<file path="config.mk">
export PLATFORM = sky130hd
export DESIGN_NAME = tws_slave
export DESIGN_NICKNAME = d
export VERILOG_FILES = /design/src/tws_pkg.sv /design/src/tws_slave.sv
export SDC_FILE = /design/constraint.sdc
export NUM_CORES = 1
export LEC_CHECK = 0
export ABC_AREA = 1
export BUFFER_PORTS_ARGS = -buffer_cell sky130_fd_sc_hd__buf_2
export CAP_MARGIN = 20
export CELL_PAD_IN_SITES_DETAIL_PLACEMENT = 0
export CELL_PAD_IN_SITES_GLOBAL_PLACEMENT = 1
export CORE_ASPECT_RATIO = 0.9
export CORE_MARGIN = 1.5
export CORE_UTILIZATION = 45
export CTS_BUF_LIST = sky130_fd_sc_hd__clkbuf_4
export CTS_CLUSTER_DIAMETER = 100
export DETAILED_ROUTE_END_ITERATION = 16
export PLACE_DENSITY_LB_ADDON = 0.1
export SETUP_SLACK_MARGIN = 0.1
export SKIP_CTS_REPAIR_TIMING = 1
export SYNTH_ARGS = -nofsm -noshare
export SYNTH_HDL_FRONTEND = slang
export SYNTH_SLANG_ARGS = --single-unit
</file>
<file path="constraint.sdc">
create_clock -name pclk -period 3.8 [get_ports pclk]
set_clock_uncertainty 0.15 [all_clocks]
set_input_delay 0.38 -clock pclk [delete_from_list [all_inputs] [get_ports pclk]]
set_output_delay 0.38 -clock pclk [all_outputs]
set_load 0.05 [all_outputs]
</file>
<file path="src/tws_pkg.sv">
// package: register map, field positions and types for the two-wire slave
// How it works
// - 7-bit: address bits match shift bits 7..1
// - sample data on clock rising edge
// - idle until start, then shift 8 bits
// - match: ack, event flag at ninth fall
// - address byte never loads receive buffer
// - read address: ack, stretch until release
// - transmit data changes after falling clock
// - transmit event pulse regardless of master ack
// - write address: receive, load buffer, ack
// - buffer full: no ack, no load, pulse
// - overflow without full: load but nack
// - receive double buffered, transmit single buffered
// - control bit ten selects 10-bit addressing
// - 10-bit first byte 11110 plus top bits
// - first byte write: pulse, clear full-match
// - second byte matches low eight, set full-match
// - after full match, restart read needs first byte
// - ack with empty transmit: clear release, stretch
// - transmit stretching ignores receive stretch enable
// - transmit loaded early: no stretch
// - release write works whatever transmit state
// - receive stretch enable holds clock after byte
// - stretch enable and full: clear release
package tws_pkg;
   // register byte offsets on the apb bus
   localparam logic [7:0] TWS_OFF_CTRL = 8'h00;
   localparam logic [7:0] TWS_OFF_STAT = 8'h04;
   localparam logic [7:0] TWS_OFF_ADDR = 8'h08;
   localparam logic [7:0] TWS_OFF_TX = 8'h0c;
   localparam logic [7:0] TWS_OFF_RX = 8'h10;
   // control field positions
   localparam int TWS_C_ON = 15;
   localparam int TWS_C_REL = 12;
   localparam int TWS_C_A10 = 10;
   localparam int TWS_C_STR = 6;
   // status field positions
   localparam int TWS_S_OV = 6;
   localparam int TWS_S_FULL10 = 8;
   localparam int TWS_S_RW = 2;
   localparam int TWS_S_RBF = 1;
   localparam int TWS_S_TBF = 0;
   localparam logic [4:0] TWS_TEN_PAT = 5'h1e;
   localparam logic [3:0] TWS_BITS = 4'h8;
   // slave protocol states
   typedef enum logic [2:0]
   {
      TWS_IDLE = 3'b000,
      TWS_ADDR1 = 3'b001,
      TWS_ADDR2 = 3'b010,
      TWS_RX = 3'b011,
      TWS_TX = 3'b100
   } tws_state_t;
   // apb request bundle
   typedef struct packed
   {
      logic psel;
      logic penable;
      logic pwrite;
      logic [7:0] paddr;
      logic [31:0] pwdata;
   } tws_apb_req_t;
   // open-drain pin bundle, output is always low
   typedef struct packed
   {
      logic scl_oe;
      logic sda_oe;
   } tws_pins_t;
endpackage

</file>
<file path="src/tws_slave.sv">
// two-wire slave with address match, double-buffered receive and stretching
//
// Implementation choices: the placing of the registers and the APB register port.
module tws_slave
(
   input wire logic pclk,
   input wire logic presetn,
   input wire tws_pkg::tws_apb_req_t apb_req,
   output logic [31:0] prdata,
   output logic pready,
   output logic pslverr,
   input wire logic scl_i,
   input wire logic sda_i,
   output logic scl_o,
   output logic sda_o,
   output tws_pkg::tws_pins_t pins,
   output logic slave_event
);
   import tws_pkg::*;

   // two-flop synchronisers for the bus lines
   logic [1:0] scl_s_q;
   logic [1:0] sda_s_q;
   logic scl_p_q; // previous synced clock
   logic sda_p_q; // previous synced data
   logic scl_rise;
   logic scl_fall;
   logic start_det;
   logic stop_det;

   // registers
   logic module_on_q;
   logic clock_release_q;
   logic ten_bit_addr_select_q;
   logic rx_stretch_enable_q;
   logic [9:0] slave_address_reg_q;
   logic [7:0] tx_data_reg_q;
   logic [7:0] rx_buffer_reg_q;
   logic [7:0] rx_shift_reg_q;
   logic tx_full_flag_q;
   logic rx_full_flag_q;
   logic rx_overflow_flag_q;
   logic ten_bit_full_match_q;
   logic rw_q; // direction of current transfer

   // protocol engine
   tws_state_t state_q;
   logic [3:0] bit_cnt_q; // bits shifted so far, 8 means ack slot
   logic ack_q; // pulling data low for ack
   logic tx_drive_q; // pulling data low for a zero data bit
   logic [7:0] tx_sh_q; // transmit shift
   logic mst_ack_q; // ack seen from master
   logic hold_q; // pulling clock low
   logic ev_q; // slave event pulse

   // apb decode
   logic wr_en;
   logic rd_en;
   logic rx_read;
   logic tx_write;
   logic rel_write;
   assign wr_en = apb_req.psel & apb_req.penable & apb_req.pwrite;
   assign rd_en = apb_req.psel & apb_req.penable & ~apb_req.pwrite;
   assign rx_read = rd_en & (apb_req.paddr == TWS_OFF_RX);
   assign tx_write = wr_en & (apb_req.paddr == TWS_OFF_TX);
   assign rel_write = wr_en & (apb_req.paddr == TWS_OFF_CTRL)
                      & apb_req.pwdata[TWS_C_REL];
   assign pready = 1'b1;

   // unmapped addresses answer with an error
   always_comb
   begin
      unique case (apb_req.paddr)
         TWS_OFF_CTRL, TWS_OFF_STAT, TWS_OFF_ADDR, TWS_OFF_TX, TWS_OFF_RX:
            pslverr = 1'b0;
         default:
            pslverr = apb_req.psel & apb_req.penable;
      endcase
   end

   // synchronise pins and keep one more stage for edge finding
   always_ff @(posedge pclk or negedge presetn)
   begin
      if (!presetn)
      begin
         scl_s_q <= 2'h3;
         sda_s_q <= 2'h3;
         scl_p_q <= 1'b1;
         sda_p_q <= 1'b1;
      end
      else
      begin
         scl_s_q <= {scl_s_q[0], scl_i};
         sda_s_q <= {sda_s_q[0], sda_i};
         scl_p_q <= scl_s_q[1];
         sda_p_q <= sda_s_q[1];
      end
   end
   assign scl_rise = scl_s_q[1] & ~scl_p_q;
   assign scl_fall = ~scl_s_q[1] & scl_p_q;
   assign start_det = scl_s_q[1] & scl_p_q & sda_p_q & ~sda_s_q[1];
   assign stop_det = scl_s_q[1] & scl_p_q & ~sda_p_q & sda_s_q[1];

   // address matching on the completed shift byte
   logic [7:0] byte_in;
   logic match7;
   logic match10a;
   logic match10b;
   logic end9;
   assign byte_in = rx_shift_reg_q;
   assign match7 = (byte_in[7:1] == slave_address_reg_q[6:0]);
   assign match10a = (byte_in[7:3] == TWS_TEN_PAT)
                     && (byte_in[2:1] == slave_address_reg_q[9:8]);
   assign match10b = (byte_in == slave_address_reg_q[7:0]);
   assign end9 = scl_fall & (bit_cnt_q == TWS_BITS + 4'h1);

   // software registers: control, address, transmit
   always_ff @(posedge pclk or negedge presetn)
   begin
      if (!presetn)
      begin
         module_on_q <= 1'b0;
         ten_bit_addr_select_q <= 1'b0;
         rx_stretch_enable_q <= 1'b0;
         slave_address_reg_q <= 10'h000;
         tx_data_reg_q <= 8'h00;
      end
      else if (wr_en)
      begin
         if (apb_req.paddr == TWS_OFF_CTRL)
         begin
            module_on_q <= apb_req.pwdata[TWS_C_ON];
            ten_bit_addr_select_q <= apb_req.pwdata[TWS_C_A10];
            rx_stretch_enable_q <= apb_req.pwdata[TWS_C_STR];
         end
         if (apb_req.paddr == TWS_OFF_ADDR)
            slave_address_reg_q <= apb_req.pwdata[9:0];
         if (tx_write)
            tx_data_reg_q <= apb_req.pwdata[7:0]; // single buffered
      end
   end

   // transmit full flag: set by write, cleared when loaded into the shifter
   logic tx_load;
   always_ff @(posedge pclk or negedge presetn)
   begin
      if (!presetn)
         tx_full_flag_q <= 1'b0;
      else if (tx_write)
         tx_full_flag_q <= 1'b1;
      else if (tx_load)
         tx_full_flag_q <= 1'b0;
   end

   // clock release bit: cleared by hardware at the ninth fall, set by software
   logic rel_clear;
   assign rel_clear = end9 & (((state_q == TWS_TX) & mst_ack_q & ~tx_full_flag_q)
                      | ((state_q == TWS_ADDR1) & ack_q & rw_q & ~tx_full_flag_q)
                      | ((state_q == TWS_RX) & rx_stretch_enable_q & rx_full_flag_q));
   always_ff @(posedge pclk or negedge presetn)
   begin
      if (!presetn)
         clock_release_q <= 1'b1;
      else if (rel_write)
         clock_release_q <= 1'b1; // set wins, any transmit state
      else if (rel_clear)
         clock_release_q <= 1'b0;
   end

   // shift in bits on each rising clock until eight are counted
   always_ff @(posedge pclk or negedge presetn)
   begin
      if (!presetn)
         rx_shift_reg_q <= 8'h00;
      else if (scl_rise && bit_cnt_q < TWS_BITS)
         rx_shift_reg_q <= {rx_shift_reg_q[6:0], sda_s_q[1]};
   end

   // byte completion (8th rising edge done, at 8th fall)
   logic byte_done;
   logic rx_load;
   assign byte_done = scl_fall & (bit_cnt_q == TWS_BITS);
   assign rx_load = byte_done & (state_q == TWS_RX) & ~rx_full_flag_q;

   // receive buffer and flags; addresses never load it
   always_ff @(posedge pclk or negedge presetn)
   begin
      if (!presetn)
      begin
         rx_buffer_reg_q <= 8'h00;
         rx_full_flag_q <= 1'b0;
         rx_overflow_flag_q <= 1'b0;
      end
      else
      begin
         if (rx_load)
            rx_buffer_reg_q <= rx_shift_reg_q;
         if (rx_load)
            rx_full_flag_q <= 1'b1;
         else if (rx_read)
            rx_full_flag_q <= 1'b0;
         if (byte_done && state_q == TWS_RX && rx_full_flag_q)
            rx_overflow_flag_q <= 1'b1; // overflow wins over clear
         else if (wr_en && apb_req.paddr == TWS_OFF_STAT)
            rx_overflow_flag_q <= apb_req.pwdata[TWS_S_OV];
      end
   end

   // protocol state machine, advanced on clock edges
   // transmit byte enters the shifter while the clock is low, before its first bit is due
   assign tx_load = (state_q == TWS_TX) & (bit_cnt_q == 4'h0) & tx_full_flag_q & ~scl_s_q[1];
   always_ff @(posedge pclk or negedge presetn)
   begin
      if (!presetn)
      begin
         state_q <= TWS_IDLE;
         bit_cnt_q <= 4'h0;
         ack_q <= 1'b0;
         rw_q <= 1'b0;
         ten_bit_full_match_q <= 1'b0;
         mst_ack_q <= 1'b0;
         ev_q <= 1'b0;
      end
      else
      begin
         ev_q <= 1'b0;
         if (!module_on_q || stop_det)
         begin
            state_q <= TWS_IDLE; // idle until start
            bit_cnt_q <= 4'h0;
            ack_q <= 1'b0;
         end
         else if (start_det)
         begin
            state_q <= TWS_ADDR1;
            bit_cnt_q <= 4'h0;
            ack_q <= 1'b0;
         end
         else if (state_q != TWS_IDLE)
         begin
            // bits count on rising clock, so the fall that follows a start is not a bit
            if (scl_rise && bit_cnt_q <= TWS_BITS)
               bit_cnt_q <= bit_cnt_q + 4'h1;
            if (scl_rise && bit_cnt_q == TWS_BITS && state_q == TWS_TX)
               mst_ack_q <= ~sda_s_q[1];
            if (scl_fall)
            begin
               // fall after the eighth bit opens the acknowledge slot
               if (bit_cnt_q == TWS_BITS)
               begin
                  unique case (state_q)
                     TWS_ADDR1:
                     begin
                        rw_q <= byte_in[0];
                        if (!ten_bit_addr_select_q)
                           ack_q <= match7;
                        else if (byte_in[0])
                           ack_q <= match10a & ten_bit_full_match_q;
                        else
                           ack_q <= match10a;
                     end
                     TWS_ADDR2: ack_q <= match10b;
                     TWS_RX: ack_q <= ~rx_full_flag_q & ~rx_overflow_flag_q;
                     TWS_TX: ack_q <= 1'b0;
                     default: ack_q <= 1'b0;
                  endcase
               end
               else if (bit_cnt_q == TWS_BITS + 4'h1)
               begin
                  bit_cnt_q <= 4'h0;
                  ack_q <= 1'b0;
                  unique case (state_q)
                     TWS_ADDR1:
                     begin
                        ev_q <= ack_q;
                        if (!ack_q)
                        begin
                           state_q <= TWS_IDLE;
                           ten_bit_full_match_q <= 1'b0;
                        end
                        else if (ten_bit_addr_select_q && !rw_q)
                        begin
                           state_q <= TWS_ADDR2;
                           ten_bit_full_match_q <= 1'b0; // partial match
                        end
                        else
                           state_q <= rw_q ? TWS_TX : TWS_RX;
                     end
                     TWS_ADDR2:
                     begin
                        ev_q <= ack_q;
                        ten_bit_full_match_q <= ack_q;
                        state_q <= ack_q ? TWS_RX : TWS_IDLE;
                     end
                     TWS_TX:
                     begin
                        ev_q <= 1'b1;
                        if (!mst_ack_q)
                           state_q <= TWS_IDLE;
                     end
                     default: ev_q <= 1'b1; // receive byte event
                  endcase
               end
            end
         end
      end
   end

   // transmit shifter: loaded then shifted after each falling clock
   always_ff @(posedge pclk or negedge presetn)
   begin
      if (!presetn)
      begin
         tx_sh_q <= 8'hff;
         tx_drive_q <= 1'b0;
      end
      else if (tx_load)
      begin
         tx_sh_q <= {tx_data_reg_q[6:0], 1'b1};
         tx_drive_q <= ~tx_data_reg_q[7];
      end
      else if (state_q == TWS_TX && scl_fall && bit_cnt_q < TWS_BITS)
      begin
         tx_drive_q <= ~tx_sh_q[7];
         tx_sh_q <= {tx_sh_q[6:0], 1'b1};
      end
      else if (scl_fall || state_q != TWS_TX)
         tx_drive_q <= 1'b0; // release for master ack, or once transmit is left
   end

   // clock hold: once the line is low and release is clear
   always_ff @(posedge pclk or negedge presetn)
   begin
      if (!presetn)
         hold_q <= 1'b0;
      else
         hold_q <= module_on_q & ~clock_release_q & ~scl_s_q[1] | (hold_q & ~clock_release_q);
   end

   // pins: outputs always low, enables pull the line
   assign scl_o = 1'b0;
   assign sda_o = 1'b0;
   assign pins = '{scl_oe: hold_q, sda_oe: ack_q | tx_drive_q};
   assign slave_event = ev_q;

   // read data from a flop
   always_ff @(posedge pclk or negedge presetn)
   begin
      if (!presetn)
         prdata <= 32'h0;
      else if (apb_req.psel && !apb_req.penable && !apb_req.pwrite)
      begin
         prdata <= 32'h0;
         unique case (apb_req.paddr)
            TWS_OFF_CTRL:
            begin
               prdata[TWS_C_ON] <= module_on_q;
               prdata[TWS_C_REL] <= clock_release_q;
               prdata[TWS_C_A10] <= ten_bit_addr_select_q;
               prdata[TWS_C_STR] <= rx_stretch_enable_q;
            end
            TWS_OFF_STAT:
            begin
               prdata[TWS_S_FULL10] <= ten_bit_full_match_q;
               prdata[TWS_S_OV] <= rx_overflow_flag_q;
               prdata[TWS_S_RW] <= rw_q;
               prdata[TWS_S_RBF] <= rx_full_flag_q;
               prdata[TWS_S_TBF] <= tx_full_flag_q;
            end
            TWS_OFF_ADDR: prdata[9:0] <= slave_address_reg_q;
            TWS_OFF_TX: prdata[7:0] <= tx_data_reg_q;
            TWS_OFF_RX: prdata[7:0] <= rx_buffer_reg_q;
            default: prdata <= 32'h0;
         endcase
      end
   end

   // assertions
   a_never_drive_high: assert property (@(posedge pclk) disable iff (!presetn)
      !scl_o && !sda_o) else $error("line driven high");
   a_full_no_load: assert property (@(posedge pclk) disable iff (!presetn)
      (byte_done && state_q == TWS_RX && rx_full_flag_q && !rx_read)
      |=> $stable(rx_buffer_reg_q)) else $error("full buffer overwritten");
   a_rx_ack_rule: assert property (@(posedge pclk) disable iff (!presetn)
      (scl_fall && bit_cnt_q == TWS_BITS && state_q == TWS_RX && rx_overflow_flag_q)
      |=> !ack_q) else $error("ack during overflow");
   a_tx_stretch: assert property (@(posedge pclk) disable iff (!presetn)
      (end9 && state_q == TWS_TX && mst_ack_q && !tx_full_flag_q && !rel_write)
      |=> !clock_release_q) else $error("release not cleared");
   a_tx_nostretch: assert property (@(posedge pclk) disable iff (!presetn)
      (end9 && state_q == TWS_TX && clock_release_q && tx_full_flag_q)
      |=> clock_release_q) else $error("stretch with full tx");
   a_release_set: assert property (@(posedge pclk) disable iff (!presetn)
      rel_write |=> clock_release_q) else $error("release write lost");
   a_addr_no_buf: assert property (@(posedge pclk) disable iff (!presetn)
      (byte_done && state_q == TWS_ADDR1) |=> $stable(rx_full_flag_q) || $past(rx_read))
      else $error("address touched buffer");
   a_tx_event: assert property (@(posedge pclk) disable iff (!presetn && 1'b1)
      (end9 && state_q == TWS_TX && module_on_q && !start_det && !stop_det)
      |=> ev_q) else $error("missing tx event");
   c_rx_byte: cover property (@(posedge pclk) rx_load);
   c_tx_load: cover property (@(posedge pclk) tx_load);
   c_stretch: cover property (@(posedge pclk) hold_q);
endmodule

</file>
Word level (Yosys, flattened, before mapping):

Index checks and enable logic that the tools add are counted.

* RAM bits: 0
* bits in registers: 82
* bits of input ports: 47
* output and inout port bits: 39
* ROM bits: 0
* bits in latches: 0
* memories kept: 0
* word-level logic and storage cells: 204

* shift-type cells: 0
* $add $sub $neg: 1
* equal/unequal tests: 18
* bitwise logic cells: 52
* reductions and logical operators: 44
* mux-type cells: 61
* order comparisons: 2
* $mul: 0
* div/mod/pow operators: 0

Operator list (number)
* $and 1x1->1: 34
* $mux 1: 33
* $mux 3: 10
* $mux 4: 7
* $pmux 3 s3: 2
* $eq 8x4->1 const B: 2
* $mux 8: 2
* $reduce_bool 3->1: 5
* $not 1->1: 14
* $logic_and 1x1->1: 13
* $pmux 3 s4: 1
* $reduce_and 6->1: 2
* $reduce_bool 2->1: 6
* $eq 4x4->1 const B: 2
* $eq 8x3->1 const B: 1
* $eq 8x5->1 const B: 1
* $eq 8x8->1: 1
* $logic_not 8->1: 1
* $reduce_and 8->1: 1
* $eq 7x7->1: 1
* $eq 3x2->1 const B: 2
* $ne 3x3->1 const B: 2
* $pmux 1 s3: 2
* $reduce_and 2->1: 3
* other kinds (22): 30

Longest topological paths before layout:

* depth in word-level cells: 11
* depth in mapped cells: 11
* mapped depth without buffers: 11

Worst setup path before layout:

Ideal clock, no wire load.

* kind: input to output
* start: input port apb_req[33] (netlist bit)
* end: output port pslverr
* path slack: 1.351 ns
* required time: 3.270 ns
* stages: 6
* data arrival time: 1.919 ns
* cell sequence: nor2_1 > nand2_1 > clkinv_1 > nand2_1 > nand4_1 > nor3_1

* longest elaborated chain between the ends: 3

Ends and longest elaborated chain
* from (decl): RTL line tws_slave.sv:8 `input wire tws_pkg::tws_apb_req_t apb_req,`
* $eq 8x5->1 (tied with other cells): RTL line tws_slave.sv:73 `unique case (apb_req.paddr)`
* $reduce_or 5->1 (*): RTL line tws_slave.sv:73
* $mux 1 (*): RTL line tws_slave.sv:73
* to (decl): RTL line tws_slave.sv:11 `output logic pslverr,`

Every way passes the cells marked *; elsewhere a longest branch is shown, timed or not.

Final worst setup path:

* start: input port apb_req[37] (netlist bit)
* end: output port pslverr

The elaborated chain is that of the path after synthesis.

==> flow_summary.rst <==
.. list-table::
   :header-rows: 1

   * - Metric
     - Value
   * - Nature of the critical path startpoint
     - primary input
   * - Data arrival time of the critical path
     - between 1.5 and 2 ns
   * - Most frequent cells in the layout
     - nand2_1, dfrtp_1, inv_1
   * - Gp weighted congestion
     - 0.928
   * - Static power due to leakage
     - 0.00244 uW
   * - Result of the run
     - finished clean
   * - Number of cells produced by synthesis
     - around 550
   * - CTS tree
     - built
   * - CP max FO
     - 9
   * - Termination of the worst setup path
     - pslverr
   * - Number of sinks handled by clock tree synthesis
     - 81
   * - Worst-path clk slew
     - approximately 0.13 ns
   * - Tmin final
     - between 2 and 2.5 ns
   * - Adder-cell share of the synthesized area
     - 0.882%
   * - Fraction of the cycle the final worst path needs
     - 58.5%
   * - Number of buffers inserted by port buffering
     - 44
   * - Ordered cell list for the critical path
     - buf_2, nor2_1, nand2_1, nor2_1, nand2_1, nand4_1, nor3_1, buf_2
   * - Top-Level Pins
     - 86
   * - Mux share of post-synthesis cell area
     - 0%
   * - Crit-path max cell delay
     - 0.49 ns
   * - Clock latency on the worst-skew pair
     - around 0.43 ns
   * - Path type of the worst min-delay path
     - in2reg
   * - Via count of the routed design
     - about 3.6k
   * - Startpoint-to-endpoint class of the critical path
     - in2out
   * - Drt first-iter violations
     - 204
   * - Number of nets in the layout
     - 653
   * - R2R Path Start
     - bit_cnt_q[0]$_DFFE_PN0N_
   * - Estimated wirelength of the detail-placed design
     - 7610 um
   * - Required time worst endpoint
     - 3.27 ns
   * - Final antenna-violating net count
     - 0
   * - Maximum buffer depth of the clock tree
     - 2
   * - Total clock buffers created by CTS
     - 9
   * - H-Tree Level Count
     - 3
   * - Total routed wirelength
     - between 10,000 and 15,000 um
   * - Synthesized-area fraction occupied by ao, oa, aoi and oai cells
     - 11.3%
   * - Antenna diodes
     - 0
   * - Final worst slack
     - 1.58 ns
   * - MaxCap Viol Count
     - 0
   * - Launching element of the worst setup path
     - apb_req[37]
   * - Area share of xor/xnor cells in the synthesized design
     - 1.23%
   * - Number of global-route vias before repair
     - 3,325
   * - Power density relative to cell area
     - about 370 nW/um^2
   * - Global-route total usage across every layer
     - between 20% and 30%
   * - Most common cell after layout, fill and taps aside
     - nand2_1
   * - Synthesized-area fraction occupied by and/or/nand/nor cells
     - between 20% and 30%
   * - Core area
     - just over 9000 um^2
   * - Register-to-register setup slack
     - ~1.6 ns
   * - Number of cell rows
     - 33
   * - Full die area
     - 10,000 um^2
   * - Die width
     - 106 um
   * - Worst reg2reg path endpoint
     - rx_buffer_reg_q[1]$_DFFE_PN0P_
   * - Die Height
     - about 95 um
   * - First-pass GRT wire length
     - 16,800 um
   * - Ratio of routed vias to standard cells
     - 4.91
   * - Root cell of the clock tree
     - clkbuf_4
   * - Slowest stage cell on the critical path
     - nor2_1
   * - Final routed DRC violation total
     - 0
   * - Worst Reg2Reg Path Length in Cells
     - 7
   * - Max-Slew Margin vs Limit
     - around 58%
   * - Maximum number of pins on one net before global-route repair
     - 82
   * - Netlist area before placement
     - ~4300 um^2
   * - Final setup viols
     - 0
   * - Main combinational cell family by area after synthesis
     - simple AND/OR/NAND/NOR gates
   * - Number of flip-flops and latches in the synthesized netlist
     - between 80 and 90
   * - Sort of element at the end of the critical path
     - output pin
   * - Number of antenna violations at the first check in global routing
     - 0
   * - DR WL/cell
     - around 14 um
   * - Portion of the post-synthesis area used by sequential elements
     - 48.0%
   * - Final Max Slew Viols
     - 0
   * - Fraction of final layout cells with drive strength greater than 1
     - 15.8%
   * - Final Hold Viols
     - 0
   * - Starting Density
     - a little under half
   * - Post-Place Worst Slack
     - ~1.6 ns
   * - TritonRoute pass-1 iters
     - 5
   * - Netlist cell types
     - 35
   * - Post-synthesis average cell area
     - between 7 and 8 um^2
   * - RSZ-0062 raised after global routing
     - no
   * - Worst IR Drop VDD
     - ~0.18 mV
   * - Final hold slack
     - 0.0156 ns
   * - Slew at the pin with the worst max-slew slack
     - approximately 0.63 ns
   * - Max frequency
     - ~450 MHz
   * - Synthesis warning total
     - 0
   * - Area growth from synthesis to layout
     - 10.9%
   * - Post-Route Setup TNS
     - 0 ns
   * - Overflow after GRT
     - 0
   * - End-of-flow core utilization
     - 51.5%
[cells in the mapped netlist (all sizes together)]
| master | number | area share (%) |
|---|---|---|
| ha | 3 | 0.88 |
| conb | 2 | 0.18 |
| clkbuf | 5 | 0.50 |
| o31ai | 3 | 0.53 |
| inv | 67 | 5.9 |
| dfstp | 14 | 8.6 |
| xor2 | 3 | 0.62 |
| dfrtp | 67 | 39 |
| o21ai | 59 | 7.0 |
| buf | 26 | 4.6 |
| xnor2 | 3 | 0.62 |
| nor2 | 46 | 4.5 |
| or2 | 1 | 0.15 |
| nand2 | 174 | 16 |
| nor3 | 10 | 1.4 |
| nand4 | 6 | 0.88 |
| nor2b | 1 | 0.15 |
| a21oi | 14 | 1.6 |
| o22ai | 4 | 0.59 |
| nor3b | 1 | 0.18 |
| clkinv | 1 | 0.088 |
| o211ai | 7 | 1.5 |
| nand3 | 37 | 4.5 |
[flip-flops by register name, indices dropped and copies added (netlist names), 2 cells and up]
signal and count:
prdata 13, slave_address_reg_q 10, byte_in 8, rx_buffer_reg_q 8, tx_data_reg_q 8, tx_sh_q 7
bit_cnt_q 4, state_q 3, scl_s_q 2, sda_s_q 2
[metrics by stage]
stage	instance area (um^2)	power [uW]	cells
after global routing	4720	1870	730
after floorplan	4330	1140	574
after CTS	4650	1780	725
after global placement	4490	1190	709
final	4720	1770	730
after detailed placement	4490	1200	709
[routing by layer]
metal / up-vias / share of wire (%) / wire length, um / global-route usage [%]
li1: 1821 / - / - / -
met4: 0 / 0.88 / 91 / 5.07
met2: 88 / 41 / 4210 / 31.8
met5: - / 0 / 0 / 0
met3: 9 / 4.9 / 499 / 5.06
met1: 1668 / 53 / 5490 / 32.4
[worst min path at each step]
stage / start / endpoint / cells past startpoint
global route: apb_req[15] / module_on_q$_DFFE_PN0P_ / 3
floorplan: presetn / ack_q$_DFFE_PN0P_ / 0
detailed placement: sda_s_q[0]$_DFF_PN1_ / sda_s_q[1]$_DFF_PN1_ / 0
CTS: sda_i / sda_s_q[0]$_DFF_PN1_ / 1
finish: apb_req[15] / module_on_q$_DFFE_PN0P_ / 3
global placement: scl_s_q[0]$_DFF_PN1_ / scl_s_q[1]$_DFF_PN1_ / 0
[where the power goes]
part           internal, uW  switching [uW]  total (uW)
Clock                   281             300         581
Combinational          70.3             183         254
Sequential              897            37.7         934
Total                  1250             521        1770
[logic make-up after synthesis]
kind of cell,count (synthesis)
simple gates,276
buf+inv,99
compound gates,87
flops,81
xor+xnor,6
fa+ha+maj,3
other cells,2
[critical path, delay by kind of cell]
kind | cells | cell delay [ns]
and+or+nand+nor | 6 | 0.99
buffers and inverters | 2 | 0.32
[final cells by class]
| cell class | count | area (um^2) |
|---|---|---|
| clock inverters | 5 | 80.1 |
| flip-flops and latches | 81 | 2040 |
| repair buffers | 49 | 290 |
| inverters | 68 | 255 |
| well taps | 122 | 153 |
| clock buffers | 11 | 82.6 |
| fillers | 944 | 4450 |
| multi-input cells | 394 | 1820 |
(Power assumes the default switching activity.)
